==> config.mk <==
export PLATFORM = sky130hd
export DESIGN_NAME = rscad_top
export DESIGN_NICKNAME = d
export VERILOG_FILES = /design/src/rtl/rscad_pkg.sv /design/src/rtl/rscad_irq_latch.sv /design/src/rtl/rscad_top.sv
export VERILOG_INCLUDE_DIRS = /design/src /design/src/rtl
export SDC_FILE = /design/constraint.sdc
export NUM_CORES = 1
export LEC_CHECK = 0
export BUFFER_PORTS_ARGS = -buffer_cell sky130_fd_sc_hd__buf_2
export CAP_MARGIN = 20
export CORE_ASPECT_RATIO = 0.9
export CORE_MARGIN = 2
export CORE_UTILIZATION = 46
export DETAILED_ROUTE_END_ITERATION = 16
export HOLD_SLACK_MARGIN = 0.03
export PLACE_DENSITY = 0.95
export SYNTH_ARGS = -nofsm -noshare
export SYNTH_HDL_FRONTEND = slang
export SYNTH_SLANG_ARGS = --single-unit
==> constraint.sdc <==
create_clock -name clk_sys -period 2.6 [get_ports clk_sys]
set_input_delay 0.52 -clock clk_sys [delete_from_list [all_inputs] [get_ports clk_sys]]
set_output_delay 0.52 -clock clk_sys [all_outputs]
set_load 0.03 [all_outputs]
==> src/rtl/rscad_defs.svh <==
// named constants for the rom select / cache attribute decode block
// assumes inclusion by bare name from the package and the modules
`ifndef RSCAD_DEFS_SVH
`define RSCAD_DEFS_SVH

// register indices and their apb byte addresses (index times four)
`define RSCAD_IDX_ROMSEL 8'h2d
`define RSCAD_IDX_CACHE1 8'h2e
`define RSCAD_ADDR_ROMSEL 12'h0b4
`define RSCAD_ADDR_CACHE1 12'h0b8
`define RSCAD_ADDR_W 12

// reset values
`define RSCAD_RST_ROMSEL 8'hc0
`define RSCAD_RST_CACHE1 8'h00

// field positions in the rom select register
`define RSCAD_BIT_MOUSE_NOLATCH 7
`define RSCAD_BIT_KBD_NOLATCH 6
`define RSCAD_ROMEN_HI 5
`define RSCAD_ROMEN_LO 0

// field positions in the cacheable range register
`define RSCAD_L1_HI 7
`define RSCAD_L1_LO 4
`define RSCAD_L2E_HI 3
`define RSCAD_L2E_LO 0

// host address decode
`define RSCAD_HADDR_W 24
`define RSCAD_HI_ZERO 4'h0
`define RSCAD_PORT_KBD_DATA 16'h0060
`define RSCAD_ROM_WIN_BASE 5'h18
`define RSCAD_ROM_WIN_CNT 5'h06
`define RSCAD_L1_AREA_BASE 4'hc
`define RSCAD_L2_AREA_BASE 6'h38
`define RSCAD_L2_AREA_CNT 6'h04

// interrupt inputs handled by the latch: 0 keyboard, 1 mouse
`define RSCAD_IRQ_KBD 0
`define RSCAD_IRQ_MOUSE 1

`endif

==> src/rtl/rscad_pkg.sv <==
// types shared by the rom select / cache attribute decode block
// assumes rscad_defs.svh is on the include path
package rscad_pkg;
  `include "rscad_defs.svh"

  // one host processor bus cycle as seen by the decoder
  typedef struct packed {
    logic valid;
    logic io;
    logic write;
    logic [`RSCAD_HADDR_W-1:0] addr;
  } rscad_cyc_t;

  // registered decode result for the last cycle presented
  typedef struct packed {
    logic valid;
    logic rom_chip_select_n;
    logic l1_cacheable;
    logic l2_cacheable;
    logic write_protect;
  } rscad_dec_t;

  // settings that live in other index registers of the chipset
  typedef struct packed {
    logic rom_write_allow;
    logic eseg_wp_en;
    logic [3:0] eseg_shadow_en;
    logic hp_cache_module;
  } rscad_ext_t;
endpackage : rscad_pkg

==> src/rtl/rscad_irq_latch.sv <==
// one interrupt line: pin synchroniser, glitch filter and optional latch
// assumes irq_pin is asynchronous to clk_sys; clear is a one-cycle pulse
`timescale 1ns/1ps
module rscad_irq_latch (
  // clock and reset
  input wire logic clk_sys,
  input wire logic arst_n,
  // interrupt pin and control
  input wire logic irq_pin,
  input wire logic no_latch,
  input wire logic clear,
  // interrupt toward the controller
  output logic irq_out
);
  import rscad_pkg::*;

  logic sync1_r;
  logic sync2_r;
  logic sync3_r;
  logic filt_r;
  logic filt_prev_r;
  logic held_r;
  logic held_nxt;
  logic rise;

  // three-stage synchroniser, first stage feeds only the second
  always_ff @(posedge clk_sys or negedge arst_n) begin
    if (!arst_n) begin
      sync1_r <= 1'b0;
      sync2_r <= 1'b0;
      sync3_r <= 1'b0;
    end else begin
      sync1_r <= irq_pin;
      sync2_r <= sync1_r;
      sync3_r <= sync2_r;
    end
  end

  // a change counts only once two stages agree, so one-cycle spikes die here
  always_ff @(posedge clk_sys or negedge arst_n) begin
    if (!arst_n) begin
      filt_r <= 1'b0;
      filt_prev_r <= 1'b0;
    end else begin
      if (sync2_r == sync3_r) begin
        filt_r <= sync3_r;
      end
      filt_prev_r <= filt_r;
    end
  end

  // edge capture: a level set would re-arm at once while the pin is still high
  assign rise = filt_r & ~filt_prev_r;
  assign held_nxt = rise | (held_r & ~clear);

  // latch only works while latching is selected; a new edge beats a clear
  always_ff @(posedge clk_sys or negedge arst_n) begin
    if (!arst_n) begin
      held_r <= 1'b0;
    end else if (no_latch) begin
      held_r <= 1'b0;
    end else begin
      held_r <= held_nxt;
    end
  end

  // output register: pass-through follows the filtered pin
  always_ff @(posedge clk_sys or negedge arst_n) begin
    if (!arst_n) begin
      irq_out <= 1'b0;
    end else begin
      irq_out <= no_latch ? filt_r : held_nxt;
    end
  end
endmodule : rscad_irq_latch

==> src/rtl/rscad_top.sv <==
// rom chip select, irq latch control and cacheability decode with an apb slave
// assumes one clock clk_sys, asynchronous active-low reset, host cycles
// presented as a struct for one cycle, other-register settings as levels
`timescale 1ns/1ps
`include "rscad_defs.svh"

// How it works
// mouse irq latched when its bit is zero
// keyboard irq latched when its bit is zero
// io read of port 60h clears latches
// latch holds irq until cleared by read
// six enable bits gate rom select on reads
// bits map ascending to 32KB windows from C0000h
// rom writes need the external write permit
// disabled window never asserts rom select
// four bits mark L1 cacheable areas
// L1 bits cover 64KB areas C0000h to FFFFFh
// four E-segment L2 bits, only when shadowed
// L2 bits cover 16KB areas from E0000h
// E-segment write protected when protection enabled
// L2 bits ignored with high-performance cache module
module rscad_top (
  // clock and reset
  input wire logic clk_sys,
  input wire logic arst_n,
  // apb slave
  input wire logic psel,
  input wire logic penable,
  input wire logic pwrite,
  input wire logic [`RSCAD_ADDR_W-1:0] paddr,
  input wire logic [31:0] pwdata,
  input wire logic [3:0] pstrb,
  output logic [31:0] prdata,
  output logic pready,
  output logic pslverr,
  // host processor cycles
  input wire rscad_pkg::rscad_cyc_t host_cyc,
  // settings held in other registers of the chipset
  input wire rscad_pkg::rscad_ext_t ext_cfg,
  // interrupt pins and their outputs
  input wire logic irq1_pin,
  input wire logic irq12_pin,
  output logic irq1_out,
  output logic irq12_out,
  // decode results
  output rscad_pkg::rscad_dec_t dec_out,
  output logic rom_chip_select_n
);
  import rscad_pkg::*;

  // software-visible registers
  logic [7:0] romsel_r;
  logic [7:0] cache1_r;

  // apb side
  logic [31:0] prdata_r;
  logic setup_phase;
  logic access_phase;
  logic hit_romsel;
  logic hit_cache1;
  logic mapped;
  logic wr_en;

  // interrupt side
  logic port60_rd;
  logic [1:0] irq_pins;
  logic [1:0] irq_no_latch;
  logic [1:0] irq_q;

  // decode side
  rscad_dec_t dec_r;
  rscad_dec_t dec_nxt;
  logic [2:0] rom_idx;
  logic rom_in;
  logic [1:0] l1_idx;
  logic l1_in;
  logic [1:0] l2_idx;
  logic l2_in;
  logic rom_en_bit;
  logic l1_bit;
  logic l2_bit;

  // true when the area index sel lies inside a run of cnt equal-size areas from base
  function automatic logic in_run(input logic [5:0] sel, input logic [5:0] base, input logic [5:0] cnt);
    logic [5:0] off;
    off = sel - base;
    in_run = (sel >= base) && (off < cnt);
  endfunction : in_run

  // the region decode is only valid below 1MB; the upper nibble must be zero
  function automatic logic below_1m(input logic [`RSCAD_HADDR_W-1:0] a);
    below_1m = (a[`RSCAD_HADDR_W-1:20] == `RSCAD_HI_ZERO);
  endfunction : below_1m

  // apb address decode, register index times four gives the byte address
  function automatic logic addr_is(input logic [`RSCAD_ADDR_W-1:0] a, input logic [`RSCAD_ADDR_W-1:0] r);
    addr_is = (a == r);
  endfunction : addr_is

  // ---------------------------------------------------------------------------
  // apb slave
  // ---------------------------------------------------------------------------

  // phases of a transfer
  assign setup_phase = psel & ~penable;
  assign access_phase = psel & penable;
  assign hit_romsel = addr_is(paddr, `RSCAD_ADDR_ROMSEL);
  assign hit_cache1 = addr_is(paddr, `RSCAD_ADDR_CACHE1);
  assign mapped = hit_romsel | hit_cache1;

  // zero wait states; unmapped addresses answer with an error
  assign pready = 1'b1;
  assign pslverr = access_phase & ~mapped;

  // only the low byte lane carries register data
  assign wr_en = access_phase & pwrite & pstrb[0];

  // read data is captured in the setup cycle so prdata comes from a flop
  always_ff @(posedge clk_sys or negedge arst_n) begin
    if (!arst_n) begin
      prdata_r <= 32'h0000_0000;
    end else if (setup_phase && !pwrite) begin
      if (hit_romsel) begin
        prdata_r <= {24'h00_0000, romsel_r};
      end else if (hit_cache1) begin
        prdata_r <= {24'h00_0000, cache1_r};
      end else begin
        prdata_r <= 32'h0000_0000;
      end
    end
  end
  assign prdata = prdata_r;

  // rom select and irq latch control register
  always_ff @(posedge clk_sys or negedge arst_n) begin
    if (!arst_n) begin
      romsel_r <= `RSCAD_RST_ROMSEL;
    end else if (wr_en && hit_romsel) begin
      romsel_r <= pwdata[7:0];
    end
  end

  // cacheable address range register
  always_ff @(posedge clk_sys or negedge arst_n) begin
    if (!arst_n) begin
      cache1_r <= `RSCAD_RST_CACHE1;
    end else if (wr_en && hit_cache1) begin
      cache1_r <= pwdata[7:0];
    end
  end

  // ---------------------------------------------------------------------------
  // interrupt latches
  // ---------------------------------------------------------------------------

  // an io read of the keyboard data port is the clearing event for both
  assign port60_rd = host_cyc.valid & host_cyc.io & ~host_cyc.write &
                     (host_cyc.addr[15:0] == `RSCAD_PORT_KBD_DATA);

  assign irq_pins[`RSCAD_IRQ_KBD] = irq1_pin;
  assign irq_pins[`RSCAD_IRQ_MOUSE] = irq12_pin;
  assign irq_no_latch[`RSCAD_IRQ_KBD] = romsel_r[`RSCAD_BIT_KBD_NOLATCH];
  assign irq_no_latch[`RSCAD_IRQ_MOUSE] = romsel_r[`RSCAD_BIT_MOUSE_NOLATCH];

  // one latch per interrupt line
  genvar gi;
  generate
    for (gi = 0; gi < 2; gi = gi + 1) begin : g_irq
      rscad_irq_latch u_latch (
        .clk_sys(clk_sys),
        .arst_n(arst_n),
        .irq_pin(irq_pins[gi]),
        .no_latch(irq_no_latch[gi]),
        .clear(port60_rd),
        .irq_out(irq_q[gi])
      );
    end
  endgenerate

  assign irq1_out = irq_q[`RSCAD_IRQ_KBD];
  assign irq12_out = irq_q[`RSCAD_IRQ_MOUSE];

  // ---------------------------------------------------------------------------
  // memory cycle decode
  // ---------------------------------------------------------------------------

  // rom windows: 32KB each, six of them starting at C0000h
  assign rom_in = below_1m(host_cyc.addr) &&
                  in_run({1'b0, host_cyc.addr[19:15]}, {1'b0, `RSCAD_ROM_WIN_BASE},
                         {1'b0, `RSCAD_ROM_WIN_CNT});
  assign rom_idx = 3'(host_cyc.addr[19:15] - `RSCAD_ROM_WIN_BASE);
  assign rom_en_bit = romsel_r[`RSCAD_ROMEN_LO + 32'(rom_idx)];

  // L1 areas: 64KB each, C0000h through FFFFFh
  assign l1_in = below_1m(host_cyc.addr) && (host_cyc.addr[19:16] >= `RSCAD_L1_AREA_BASE);
  assign l1_idx = 2'(host_cyc.addr[19:16] - `RSCAD_L1_AREA_BASE);
  assign l1_bit = cache1_r[`RSCAD_L1_LO + 32'(l1_idx)];

  // E-segment L2 areas: 16KB each from E0000h
  assign l2_in = below_1m(host_cyc.addr) &&
                 in_run(host_cyc.addr[19:14], `RSCAD_L2_AREA_BASE, `RSCAD_L2_AREA_CNT);
  assign l2_idx = 2'(host_cyc.addr[19:14] - `RSCAD_L2_AREA_BASE);
  assign l2_bit = cache1_r[`RSCAD_L2E_LO + 32'(l2_idx)];

  // next decode result; io cycles and idle cycles decode to nothing
  always_comb begin
    dec_nxt = '0;
    dec_nxt.rom_chip_select_n = 1'b1;
    if (host_cyc.valid && !host_cyc.io) begin
      dec_nxt.valid = 1'b1;
      // reads need only the enable, writes also need the external permit
      if (rom_in && rom_en_bit && (!host_cyc.write || ext_cfg.rom_write_allow)) begin
        dec_nxt.rom_chip_select_n = 1'b0;
      end
      dec_nxt.l1_cacheable = l1_in & l1_bit;
      // shadowing gates L2, and a high-performance module overrides all
      dec_nxt.l2_cacheable = l2_in & l2_bit & ext_cfg.eseg_shadow_en[l2_idx] &
                             ~ext_cfg.hp_cache_module;
      dec_nxt.write_protect = l2_in & ext_cfg.eseg_wp_en;
    end
  end

  // decode result registered: valid one clock after the cycle is presented
  always_ff @(posedge clk_sys or negedge arst_n) begin
    if (!arst_n) begin
      dec_r <= '{valid: 1'b0, rom_chip_select_n: 1'b1, l1_cacheable: 1'b0,
                 l2_cacheable: 1'b0, write_protect: 1'b0};
    end else begin
      dec_r <= dec_nxt;
    end
  end

  assign dec_out = dec_r;
  assign rom_chip_select_n = dec_r.rom_chip_select_n;
endmodule : rscad_top
### Yosys cells after proc, flatten, opt, wreduce, memory -nomap -nowiden

Index checks and enable logic that the tools add are counted.

| storage, ports and cells | value |
|---|---|
| register bits | 67 |
| bits of input ports | 89 |

| cells by class | value |
|---|---|
| add/sub/neg operators | 5 |
| order comparisons | 9 |
| equality and inequality tests | 5 |
| mux-type cells | 16 |
| bitwise operators | 27 |
| reductions and logical operators | 16 |

Operators by type and width:

| operator | number |
|---|---|
| 12-bit by 8-bit equality test with 1-bit output (second input constant) | 2 |
| 1-bit AND | 17 |
| 16-bit by 7-bit equality test with 1-bit output (second input constant) | 1 |
| 8-bit two-way mux | 2 |
| 6-bit by 3-bit < comparator with 1-bit output (second input constant) | 2 |
| 1-bit logical AND | 11 |
| 1-bit two-way mux | 9 |
| 1-bit inverter | 7 |
| 1-bit binary-select mux with 3-bit select | 2 |
| 6-bit greater-or-equal comparator (second input constant) | 1 |
| 5-bit by 5-bit subtractor with 6-bit output (second input constant) | 1 |
| 6-bit subtractor (second input constant) | 1 |
| 5-bit greater-or-equal comparator (second input constant) | 1 |
| 5-bit two-way mux | 1 |
| 3-bit by 2-bit adder with 4-bit output (first input constant) | 1 |
| 1-bit binary-select mux with 2-bit select | 2 |
| 4-bit greater-or-equal comparator (second input constant) | 1 |
| 4-bit zero test | 1 |
| 2-bit by 4-bit < comparator with 1-bit output (second input constant) | 1 |
| 3-bit by 4-bit < comparator with 1-bit output (second input constant) | 1 |
| 4-bit < comparator (second input constant) | 1 |
| 1-bit zero test | 3 |
| 2-bit by 3-bit < comparator with 1-bit output (second input constant) | 1 |
| 1-bit OR | 3 |
| 4 further kinds | 5 |

### Longest topological paths before layout

Gate-level depths: netlist (run 1).

| depth | value |
|---|---|
| word-level depth | 8 |
| depth in mapped cells | 5 |
| depth with buffers taken out | 4 |

### Cells and area by module

Synthesis (run 1) repeated with hierarchy kept, for this count alone.

| unflattened totals | value |
|---|---|
| cells, all modules | 165 |
| area, all modules | 2,069.5 µm² |

By module, submodules not included:

| module | times used | cells each | area each (µm²) | sequential area each (µm²) |
|---|---|---|---|---|
| rscad_top | 1 | 139 | 1,631.6 | 729.4 |
| rscad_irq_latch | 2 | 13 | 219.0 | 175.2 |

### Worst setup path after synthesis (run 1)

Ideal clock, no wire load.

| timing | value |
|---|---|
| path type | input to register |
| from | in paddr[9] |
| to | reg cache1_r[0] |
| setup time | 125 ps |
| arrival | 2,019 ps |
| required time | 2,475 ps |
| path slack | 456 ps |
| stages | 4 |
| path through | or4_4 > or2_4 > nor3_4 > mux2_2 |

| between the ends | value |
|---|---|
| word-level cells in the longest chain between the ends | 2 |

Ends and longest elaborated chain:

| element | RTL line | RTL |
|---|---|---|
| from (decl) | rscad_top.sv:30 | `` input wire logic [`RSCAD_ADDR_W-1:0] paddr, `` |
| 12-bit by 8-bit equality test with 1-bit output | rscad_top.sv:97 | `addr_is = (a == r);` |
| 1-bit logical AND | rscad_top.sv:147 | `end else if (wr_en && hit_cache1) begin` |
| to (signal assigned) | rscad_top.sv:146 | `` cache1_r <= `RSCAD_RST_CACHE1; `` |
| to (signal assigned) | rscad_top.sv:148 | `cache1_r <= pwdata[7:0];` |
| to (decl) | rscad_top.sv:53 | `logic [7:0] cache1_r;` |

Every way passes these cells.
A chain may end at the register's enable or synchronous reset.

### Worst setup path after layout (run 1)

| timing | value |
|---|---|
| from | in paddr[9] |
| to | out pslverr |

| between the ends | value |
|---|---|
| word-level cells in the longest chain between the ends | 4 |

Ends and longest elaborated chain:

| element | RTL line | RTL |
|---|---|---|
| 12-bit by 8-bit equality test with 1-bit output | rscad_top.sv:97 |  |
| 1-bit OR (*) | rscad_top.sv:109 | `assign mapped = hit_romsel \| hit_cache1;` |
| 1-bit inverter (*) | rscad_top.sv:113 | `assign pslverr = access_phase & ~mapped;` |
| 1-bit AND (*) | rscad_top.sv:113 |  |
| to (decl) | rscad_top.sv:35 | `output logic pslverr,` |

Every way passes the cells marked *; elsewhere a longest branch is shown, timed or not.

==> results by stage, run 1 <==
Run status:
- The run finished with clean final reports.

Logic synthesis:
- The post-synthesis area per instance is 12.0 µm².
- The summed instance area of the synthesized netlist is 2050 µm².
- The Yosys step of the flow raised 0 warnings.
- The main combinational cell family by area after synthesis is simple AND/OR/NAND/NOR gates.
- Sorting the synthesized cells by area gives the leading types as sky130_fd_sc_hd__dfrtp_1 49%, sky130_fd_sc_hd__buf_4 9.5%, sky130_fd_sc_hd__mux2_2 8.8%.
- The number of flip-flops and latches in the synthesized netlist is 43.
- Synthesis instantiated 35 different standard cells from the library.
- The multiplexer share of the synthesized area is 12.6%.
- The synthesized design contains 0 enable-type register cells.
- In the synthesized netlist the async set-or-reset flop fraction comes to 100%.
- The most area-hungry cell type in the Yosys netlist is sky130_fd_sc_hd__dfrtp_1.
- Summing the areas of all compound-gate instances in the mapped netlist gives 8.17% of the synthesized area.
- The fraction of the mapped netlist area in adder cells is 1.59%.
- Of the total synthesized cell area, the portion taken by AND, OR, NAND and NOR gates is 14.2%.
- The main flop type after synthesis is sky130_fd_sc_hd__dfrtp_1.
- The post-synthesis xor/xnor area fraction is 0%.
- Summing the sequential cell areas from Yosys gives 52.6% of the chip area.
- The top-area cell type share of the netlist area is 48.8%.
- The cell count after synthesis is 171.

Drt:
- The first detailed-routing pass took 4 iterations.
- The via count normalized by instance count is 5.03.
- Dividing the detail-routed wire length by the instance count gives 14.3 µm.
- The DRC violations left is 0.
- The remaining number of nets flagged by the antenna check after routing is 0.
- The iteration-0 DRC count of the detailed router is 183.
- For this block, the routed nets add up to 4520 µm of wire.
- Across all layers, the routed design uses 1590 vias.

Power and ir drop:
- Across the VDD grid, the largest voltage drop is 0.000336 V.
- Summed over all cells, the static leakage comes to 1.28 nW.
- The switching power total is 0.000327 W.
- Power comes to 0.00137 W.
- In this run, flip-flops and latches consume 50.3% of the power.
- For this design the ratio of total power to cell area is 539 nW/µm².
- The net switching share of the total power is 23.9%.
- The internal power of the cells totals 0.00104 W.
- Of the total power, the clock network draws 38.9%.
- In this run, the combinational gates consume 10.7% of the power.

Global route:
- Global routing finished with a remaining overflow of 0.
- The pin count of the biggest net entering global routing is 44.
- The all-layer global routing usage is 19.3%.
- The first-pass GRT wire length is 7180 µm.
- The number of antenna violations at the first check in global routing came to 0.
- The via count of the first global-routing pass is 1537.

Floorplan:
- The die covers 5010 µm².
- In this run the horizontal extent of the chip is 74.4 µm.
- The initial standard-cell utilization of the core is 46.9%.
- After floorplanning, the core was divided into 23 placement rows.
- The die span in y is 67.4 µm.
- The area of the core region is 4370 µm².
- The number of top-level design ports is 131.

Worst setup path:
- The worst setup path is captured at an output port.
- Data arrives at the worst endpoint at 1780 ps.
- For the worst setup path, the data required time is 2080 ps.
- By startpoint and endpoint, the worst setup path is classified as input pin to output port.
- In this run the worst path has a maximum fanout of 3.
- The critical path startpoint category is an input pin.

Clock tree:
- Hold repair after CTS inserted 0 buffers.
- The maximum number of buffers from clock root to sink is 2.
- TritonCTS built the clock tree.
- In this run, post-CTS repair resized a total of 0 instances.
- For this design, the sink count on the clock tree is 43.
- The total clock buffers created by CTS is 5.
- The CTS H-tree depth is 2.
- The later pin in the worst-skew pair is clocked with a latency of 290 ps.
- The setup fix buffers added after clock tree synthesis is 0.
- The cell at the root of the clock tree is sky130_fd_sc_hd__clkbuf_8.
- The clock-pin transition on the worst setup and hold timing paths is 80 ps.

Placed design:
- Summed over all nets, the half-perimeter wirelength after detailed placement is 3610 µm.
- The number of I/O port buffers is 78.
- Routability-driven placement finished with a final weighted congestion of 0.803.
- The number of cells in the design after placement is 308.

Layout:
- The count of cells in the finished layout, fillers not included, comes to 316.
- The net count of the finished layout is 343.
- The signed area change from the synthesized netlist to the final layout is 23.4%.
- The leading cell type in the layout, fill and taps excluded is sky130_fd_sc_hd__buf_2.
- The fraction of final layout cells sized beyond drive strength 1 is 45.7%.
- Measured on the finished design, the core utilization comes to 57.9%.
- The total inserted antenna cells is 0.
- The library cells used most frequently in the layout, excluding fill and tap cells, are 78 x sky130_fd_sc_hd__buf_2, 40 x sky130_fd_sc_hd__dfrtp_1, 25 x sky130_fd_sc_hd__conb_1.

Timing:
- Setup repair after global routing left no endpoint under its margin.
- Derived from the worst setup path, the maximum achievable clock frequency is 0.434 GHz.
- The final number of hold-violating endpoints came to 0.
- Setup violations remaining at the end of the flow were counted as 0.
- The setup TNS is 0 ps.
- The measured slew at the worst slew-check pin is 914 ps.
- After layout, the worst path uses 88.6% of the clock period.
- The final period demand of the worst path is 2300 ps.
- The final clock skew is 7.96 ps.
- The number of slew-limit violations in the final report is 0.
- The relative slew slack is 39.0%.

Flow run:
- The tool flagged a number of max-cap violations equal to 0.

Worst hold path:
- The class of the worst hold path is input pin to flip-flop.
==> critical path, stage by stage <==
cell                      delay [ps]
sky130_fd_sc_hd__buf_2            90
sky130_fd_sc_hd__or4_4           550
sky130_fd_sc_hd__or2_4           280
sky130_fd_sc_hd__a21oi_1         120
sky130_fd_sc_hd__nor2_1           50
sky130_fd_sc_hd__buf_2           170
==> stage by stage <==
stage | hold slack (ps) | setup slack [ps] | area (µm²)
after floorplan | 224 | 456 | 2140
after global placement | 331 | 231 | 2410
after detailed placement | 335 | 187 | 2410
after CTS | 326 | 308 | 2530
after global routing | 307 | 226 | 2530
final | 331 | 296 | 2530
==> metal layers <==
metal / track usage, % / vias up / wire [µm] / part of all wire, %
met2: 31.0 / 68 / 2330 / 51
met1: 24.2 / 778 / 1830 / 40
met4: 7.14 / 0 / 87 / 1.9
met3: 6.87 / 12 / 282 / 6.2
li1: - / 732 / - / -
met5: 0 / - / 0 / 0
==> cells by family (layout without fill, tap and decap cells) <==
family	after synthesis	after routing
other cells	2	25
simple gates	46	46
buf+inv	31	91
mux	20	20
fa+ha+maj	3	3
compound gates	26	26
flops	43	43
==> registers in the layout, indices dropped and copies added, names as in the netlist <==
signal	count
cache1_r	8
prdata	8
romsel_r	8
dec_out	4
g_irq.u_latch.filt_prev_r	2
g_irq.u_latch.filt_r	2
g_irq.u_latch.held_r	2
g_irq.u_latch.irq_out	2
g_irq.u_latch.sync1_r	2
g_irq.u_latch.sync2_r	2
g_irq.u_latch.sync3_r	2
rom_chip_select_n	1
==> final cells by class <==
type / instances / area (µm²)
Multi-Input combinational cell: 120 / 845
Sequential cell: 43 / 1080
Clock inverter: 2 / 35.0
Inverter: 4 / 15.0
Clock buffer: 6 / 82.6
Timing Repair Buffer: 79 / 398
Fill cell: 386 / 1840
Tap cell: 62 / 77.6
==> synthesized netlist by cell type, types with 3 or more instances <==
cell,instances
sky130_fd_sc_hd__nor3_1,3
sky130_fd_sc_hd__a22oi_1,9
sky130_fd_sc_hd__mux4_2,3
sky130_fd_sc_hd__o21ai_0,10
sky130_fd_sc_hd__nor2_1,5
sky130_fd_sc_hd__inv_1,4
sky130_fd_sc_hd__nor2b_1,3
sky130_fd_sc_hd__mux2_2,16
sky130_fd_sc_hd__nand4_1,3
sky130_fd_sc_hd__buf_4,26
sky130_fd_sc_hd__nand3_1,3
sky130_fd_sc_hd__dfrtp_1,40
sky130_fd_sc_hd__nand2_1,12
sky130_fd_sc_hd__dfstp_2,3
==> power groups by stage <==
stage | Sequential (W) | Combinational, W | Clock [W]
2_1_floorplan | 0.000700 | 0.000101 | 0
3_3_place_gp | 0.000699 | 0.000141 | 0
3_5_place_dp | 0.000700 | 0.000146 | 0
4_1_cts | 0.000687 | 0.000147 | 0.000538
5_1_grt | 0.000688 | 0.000161 | 0.000578
6_report | 0.000687 | 0.000147 | 0.000532
==> worst paths after layout <==
path                                          start                        to  slack (ps)  cells after the start
setup / recovery                           paddr[9]                   pslverr         300                      6
hold / removal                            irq12_pin  g_irq[1].u_latch.sync1_r         330                      1
setup reg to reg                        romsel_r[4]         rom_chip_select_n        1280                      3
hold reg to reg            g_irq[0].u_latch.sync1_r  g_irq[0].u_latch.sync2_r         350                      0
max in group asynchronous                    arst_n               romsel_r[5]        1670                      1
min in group asynchronous                    arst_n  g_irq[0].u_latch.sync1_r         360                      1
No activity file was read; power rests on OpenSTA's default activity.
==> inputs of run 2 (changes only) <==
Settings changed: CAP_MARGIN 20 to unset, SETUP_SLACK_MARGIN set to 0.5.
==> run 2 against run 1 <==
Compared with the run above:
- sequential share of layout area shrank 0.99 points
- register-to-register slack gained 20 ps
- worst setup slack gained 64 ps
- largest power group unchanged
==> results by stage, run 2 (synthesis results as in run 1) <==
Drt:
- The routed metal-1 wire length is 1770 µm (was 1830 µm).
- The average detailed-routed wire length per instance is 14.3 µm (about the same).
- The highest layer used for signal routing is met4 (unchanged).
- The via count is 1631 (was 1590).
- The met3 routed wirelength was 389 µm (was 282 µm).
- The DRC violations left is 0 (unchanged).
- The via count normalized by instance count is 5.10 (was 5.03).
- The iteration-0 DRC count of the detailed router is 144 (was 183).
- The first-pass iteration count of the detailed router is 5 (was 4).
- The final routed wirelength across all metal layers came to 4580 µm (was 4520 µm).
- The remaining number of nets flagged by the antenna check after routing is 0 (unchanged).
- The met2 wire length came to 2360 µm (was 2330 µm).

Floorplan:
- The area enclosed by the die boundary is 5010 µm² (unchanged).
- The total number of placement rows is 23 (unchanged).
- The die span in y is 67.4 µm (unchanged).
- The width of the die was 74.4 µm (unchanged).
- The number of top-level design ports is 131 (unchanged).
- The initial standard-cell utilization of the core was 46.9% (unchanged).
- The area of the core region is 4370 µm² (unchanged).

Layout:
- The number of nets in the layout came to 347 (was 343).
- The fraction of final layout cells sized beyond drive strength 1 was 46.5% (was 45.7%).
- The filler cell count in the final layout is 368 (was 386).
- The leading cell type in the layout, fill and taps excluded is sky130_fd_sc_hd__buf_2 (unchanged).
- Most used cells in the layout excluding fill and tap cells: 75 x sky130_fd_sc_hd__buf_2, 40 x sky130_fd_sc_hd__dfrtp_1, 25 x sky130_fd_sc_hd__conb_1 (was 78 x sky130_fd_sc_hd__buf_2, 40 x sky130_fd_sc_hd__dfrtp_1, 25 x sky130_fd_sc_hd__conb_1).
- The total inserted antenna cells is 0 (unchanged).
- The signed area change from the synthesized netlist to the final layout is 26.3% (was 23.4%).

Timing:
- The count of endpoints failing setup in the final report came to 0 (unchanged).
- The final period demand of the worst path is 2240 ps (was 2300 ps).
- The measured slew at the worst slew-check pin came to 911 ps (was 914 ps).
- The relative slew slack came to 39.3% (was 39.0%).
- The final number of hold-violating endpoints is 0 (unchanged).
- RSZ-0062 raised after global routing: true (was false).
- The number of slew-limit violations in the final report came to 0 (unchanged).
- The fmax was 0.446 GHz (was 0.434 GHz).
- The setup TNS is 0 ps (unchanged).
- The final worst setup slack is 360 ps (was 296 ps).
- The final clock skew is 8.73 ps (was 7.96 ps).
- The final critical-path share of the clock period is 86.2% (was 88.6%).

Placed design:
- The number of I/O port buffers is 78 (unchanged).
- The HPWL after detailed placement is 3530 µm (was 3610 µm).
- The worst slack after detailed placement is 226 ps (was 187 ps).
- The last weighted congestion value of the routability-driven placer is 0.811 (was 0.803).

Power and ir drop:
- The leakage power total came to 1.30 nW (was 1.28 nW).
- The maximum vdd ir drop came to 0.000444 V (was 0.000336 V).
- The total power after layout came to 0.00129 W (was 0.00137 W).
- The total power divided by cell area is 498 nW/µm² (was 539 nW/µm²).

Clock tree:
- The cell at the root of the clock tree is sky130_fd_sc_hd__clkbuf_8 (unchanged).
- The TritonCTS clock tree is yes (unchanged).
- The number of clock sinks is 43 (unchanged).
- The total clock buffers created by CTS is 5 (unchanged).
- The CTS H-tree depth is 2 (unchanged).
- The count of hold-fix buffers inserted at cts was 0 (unchanged).
- The clock network latency to the later pin of the worst-skew pair is 290 ps (about the same).
- The clock-pin transition on the worst setup and hold timing paths came to 70 ps (was 80 ps).
- The maximum number of buffers from clock root to sink is 2 (unchanged).

Worst setup path:
- The critical path startpoint category is an input pin (unchanged).
- The peak fanout along the critical path is 2 (was 3).
- The endpoint kind of the worst setup timing path is an output port (unchanged).
- The required arrival time at the worst endpoint came to 2080 ps (about the same).
- The worst endpoint data arrival time was 1720 ps (was 1780 ps).
- The critical path class is input pin to output port (unchanged).

Global route:
- The first-pass GRT wire length was 6840 µm (was 7180 µm).
- The total grt overflow was 0 (unchanged).
- The via count of the first global-routing pass was 1530 (was 1537).
- The pin count of the biggest net entering global routing was 44 (unchanged).
- The all-layer global routing usage is 18.2% (was 19.3%).
- The number of antenna violations at the first check in global routing was 0 (unchanged).

Worst hold path:
- The class of the worst hold path is input pin to flip-flop (unchanged).

Run status:
- Result of the run: finished clean (unchanged).

Flow run:
- The number of maximum-capacitance violations was 0 (unchanged).
==> run 2: worst paths after layout <==
| check | start | to | slack, ps | cells past startpoint |
|---|---|---|---|---|
| worst min register to register | g_irq[0].u_latch.sync1_r | g_irq[0].u_latch.sync2_r | 350 | 0 |
| min in group asynchronous | arst_n | g_irq[0].u_latch.held_r | 360 | 1 |
| worst max register to register | romsel_r[3] | rom_chip_select_n | 1300 | 3 |
| worst min-delay path | irq12_pin | g_irq[1].u_latch.sync1_r | 340 | 1 |
| max in group asynchronous | arst_n | dec_out[1] | 1680 | 1 |
| worst max-delay path | paddr[9] | pslverr | 360 | 6 |
==> run 2: worst max-delay path: stages <==
cell and delay, ps:
sky130_fd_sc_hd__buf_6 90, sky130_fd_sc_hd__or4_4 520, sky130_fd_sc_hd__or2_4 250, sky130_fd_sc_hd__a21oi_2 120, sky130_fd_sc_hd__nor2_1 60, sky130_fd_sc_hd__buf_4 160
==> run 2: power by group <==
part / switching [W] / internal [W] / total, W / leakage [nW]
clock network: 0.000213 / 0.000243 / 0.000456 / 0.0515
registers: 0.00000557 / 0.000680 / 0.000686 / 0.545
logic: 0.0000998 / 0.0000502 / 0.000150 / 0.703
total: 0.000319 / 0.000973 / 0.00129 / 1.30
==> run 2: area by class of cell <==
| type | instances | area [µm²] | area share (%) |
|---|---|---|---|
| Tap cell | 62 | 77.6 | 2.99 |
| Multi-Input combinational cell | 120 | 852 | 32.9 |
| Clock buffer | 8 | 100 | 3.86 |
| Sequential cell | 43 | 1080 | 41.7 |
| Inverter | 4 | 15.0 | 0.579 |
| Timing Repair Buffer | 83 | 468 | 18.1 |
==> run 2: per-stage QoR <==
stage	cells	util [%]	hold WS, ps	cell area [µm²]
floorplan	194	-	224	2140
global placement	308	55.2	332	2410
detailed placement	308	55.2	337	2410
CTS	318	58.2	334	2550
global route	320	59.3	320	2590
finish	320	59.3	340	2590
==> run 2: layer usage <==
layer | vias to the layer above | track usage [%]
li1 | 746 | -
met1 | 791 | 21.8
met2 | 88 | 31.2
met3 | 6 | 5.97
met4 | 0 | 5.36
met5 | - | 0
==> run 2: repair_timing <==
action / 4_1_cts / 5_1_grt
pin swaps: 3 / 5
setup buffers: 2 / 2
endpoints found under the hold margin: 0 / 0
cloned: 0 / 0
setup endpoints to repair: 1 / 17
gates resized for setup: 4 / 1
==> inputs of run 3 (changes only) <==
Settings changed: BUFFER_PORTS_ARGS -buffer_cell sky130_fd_sc_hd__buf_2 to -buffer_cell sky130_fd_sc_hd__buf_4.
==> run 3 against run 2 <==
Compared with the run above:
- sequential power is essentially flat
- via count shrank 0.98%
- critical path depth is the same
- non-clock buffer count is the same
- sequential share of layout area shrank 2.5 points
==> results by stage, run 3 (synthesis results as in run 1) <==
Worst setup path:
- The gate family responsible for the most delay along the worst path is simple AND/OR/NAND/NOR gates (unchanged).
- The critical path startpoint category was an input pin (unchanged).
- The stage delay of the slowest cell on the critical path is 530 ps (was 520 ps).
- The destination of the worst register-to-register timing path was rom_chip_select_n (unchanged).
- The origin of the critical flop-to-flop path is romsel_r[3] (unchanged).
- The setup slack of the worst register-to-register path came to 1300 ps (about the same).
- Cell-by-cell trace of the critical path: buf_6 -> or4_4 -> or2_4 -> a21oi_2 -> nor2_1 -> buf_4 (unchanged).
- The path depth of the worst reg2reg path is 3 (unchanged).
- The worst endpoint data arrival time is 1700 ps (was 1720 ps).
- The critical path class is input pin to output port (unchanged).
- The required arrival time at the worst endpoint is 2080 ps (about the same).
- The endpoint kind of the worst setup timing path is an output port (unchanged).
- The cell with the largest stage delay on the worst path is sky130_fd_sc_hd__or4_4 (unchanged).
- The number of buffers and inverters on the critical path came to 2 (unchanged).
- The peak fanout along the critical path was 2 (unchanged).

Layout:
- The multi-input combinational cell area is 852 µm² (unchanged).
- The number of nets in the layout came to 347 (unchanged).
- The post-route cell area was 2760 µm² (was 2590 µm²).
- The leading cell type in the layout, fill and taps excluded is sky130_fd_sc_hd__buf_4 (was sky130_fd_sc_hd__buf_2).
- The fraction of final layout cells sized beyond drive strength 1 is 46.1% (was 46.5%).
- The footprint of the flip-flops and latches is 1080 µm² (unchanged).
- The filler cell count in the final layout is 340 (was 368).
- Most used cells in the layout excluding fill and tap cells: 79 x sky130_fd_sc_hd__buf_4, 40 x sky130_fd_sc_hd__dfrtp_1, 25 x sky130_fd_sc_hd__conb_1 (was 75 x sky130_fd_sc_hd__buf_2, 40 x sky130_fd_sc_hd__dfrtp_1, 25 x sky130_fd_sc_hd__conb_1).
- The signed area change from the synthesized netlist to the final layout came to 34.6% (was 26.3%).
- The total inserted antenna cells is 0 (unchanged).

Power and ir drop:
- The fraction of power consumed by the clock network is 31.7% (was 35.3%).
- The maximum vdd ir drop is 0.000280 V (was 0.000444 V).
- The proportion of power drawn by combinational gates is 14.0% (was 11.6%).
- The total power divided by cell area was 458 nW/µm² (was 498 nW/µm²).
- The internal power consumption is 0.000945 W (was 0.000973 W).
- The leakage power total came to 1.35 nW (was 1.30 nW).
- The switching power total is 0.000321 W (was 0.000319 W).
- The portion of total power attributed to sequential cells is 54.3% (was 53.1%).
- The net switching share of the total power is 25.3% (was 24.7%).

Drt:
- The average detailed-routed wire length per instance is 15.4 µm (was 14.3 µm).
- The iteration-0 DRC count of the detailed router came to 108 (was 144).
- The remaining number of nets flagged by the antenna check after routing is 0 (unchanged).
- The via count was 1615 (was 1631).
- The via count normalized by instance count is 5.05 (was 5.10).
- The final routed wirelength across all metal layers is 4940 µm (was 4580 µm).
- The first-pass iteration count of the detailed router came to 4 (was 5).
- The DRC violations left is 0 (unchanged).

Clock tree:
- The count of hold-fix buffers inserted at cts is 0 (unchanged).
- The CTS H-tree depth is 2 (unchanged).
- The maximum number of buffers from clock root to sink is 2 (unchanged).
- The cell at the root of the clock tree is sky130_fd_sc_hd__clkbuf_8 (unchanged).
- The clock-pin transition on the worst setup and hold timing paths was 70 ps (about the same).
- The TritonCTS clock tree was yes (unchanged).
- The total clock buffers created by CTS is 5 (unchanged).
- The clock network latency to the later pin of the worst-skew pair is 300 ps (was 290 ps).
- The number of clock sinks is 43 (unchanged).

Timing:
- The measured slew at the worst slew-check pin was 523 ps (was 911 ps).
- The count of endpoints failing setup in the final report was 0 (unchanged).
- The final worst setup slack is 385 ps (was 360 ps).
- The final period demand of the worst path is 2220 ps (was 2240 ps).
- The worst hold margin came to 200 ps (was 340 ps).
- The relative slew slack is 65.1% (was 39.3%).
- The final critical-path share of the clock period came to 85.2% (was 86.2%).
- RSZ-0062 raised after global routing: true (unchanged).
- The fmax is 0.451 GHz (was 0.446 GHz).
- The number of slew-limit violations in the final report is 0 (unchanged).
- The setup TNS is 0 ps (unchanged).
- The final number of hold-violating endpoints is 0 (unchanged).
- The final clock skew is 14.1 ps (was 8.73 ps).

Placed design:
- The number of I/O port buffers is 78 (unchanged).
- The last weighted congestion value of the routability-driven placer came to 0.773 (was 0.811).
- The HPWL after detailed placement is 3650 µm (was 3530 µm).
- The worst slack after detailed placement was 210 ps (was 226 ps).
- The placement-stage cell area is 2610 µm² (was 2410 µm²).

Run status:
- Result of the run: finished clean (unchanged).

Global route:
- The all-layer global routing usage was 18.7% (was 18.2%).
- The total grt overflow is 0 (unchanged).
- The pin count of the biggest net entering global routing is 44 (unchanged).
- The number of antenna violations at the first check in global routing is 0 (unchanged).
- The via count of the first global-routing pass was 1538 (was 1530).
- The first-pass GRT wire length was 6960 µm (was 6840 µm).

Floorplan:
- The number of top-level design ports is 131 (unchanged).
- The area enclosed by the die boundary is 5010 µm² (unchanged).
- The die span in y is 67.4 µm (unchanged).
- The width of the die was 74.4 µm (unchanged).
- The total number of placement rows is 23 (unchanged).
- The area of the core region is 4370 µm² (unchanged).
- The initial standard-cell utilization of the core was 46.9% (unchanged).

Flow run:
- The number of maximum-capacitance violations is 0 (unchanged).

Worst hold path:
- The class of the worst hold path is input pin to async pin (was input pin to flip-flop).
==> run 3: power groups by stage <==
stage / clock network, W / logic [W] / registers (W)
finish: 0.000401 / 0.000178 / 0.000687
global route: 0.000429 / 0.000192 / 0.000688
CTS: 0.000404 / 0.000174 / 0.000687
detailed placement: 0 / 0.000172 / 0.000700
global placement: 0 / 0.000166 / 0.000699
floorplan: 0 / 0.000101 / 0.000700
==> run 3: area by class of cell <==
type                    count  area share (%)
clock inverters             1           0.181
multi-input cells         120            30.9
inverters                   4           0.544
well taps                  62            2.81
flip-flops and latches     43            39.1
clock buffers               7            2.76
repair buffers             83            23.7
==> run 3: timing repair <==
item,in CTS,in global routing
setup endpoints to repair,1,17
pin swaps,3,4
endpoints found under the hold margin,0,0
gates cloned,0,0
buffers inserted,2,2
resized for setup,3,1
==> run 3: through the flow <==
stage / util [%] / power, W / cells
2_1_floorplan: - / 0.000801 / 194
3_3_place_gp: 59.7 / 0.000865 / 308
3_5_place_dp: 59.7 / 0.000872 / 308
4_1_cts: 62.1 / 0.00126 / 318
5_1_grt: 63.1 / 0.00131 / 320
6_report: 63.1 / 0.00127 / 320
==> run 3: worst max path at each step <==
stage	from	to	slack (ps)	cells after the start
floorplan	paddr[9]	cache1_r[0]	470	4
global placement	paddr[9]	romsel_r[1]	250	5
detailed placement	paddr[9]	cache1_r[4]	210	5
CTS	paddr[10]	pslverr	360	6
global route	paddr[9]	pslverr	360	6
finish	paddr[9]	pslverr	380	6
==> run 3: layer usage <==
layer / track usage [%] / up-vias / part of all wire [%]
met5: 0 / - / 0
met4: 9.38 / 0 / 2.7
met3: 5.52 / 14 / 6.4
met2: 30.4 / 73 / 52
met1: 22.6 / 789 / 39
li1: - / 739 / -
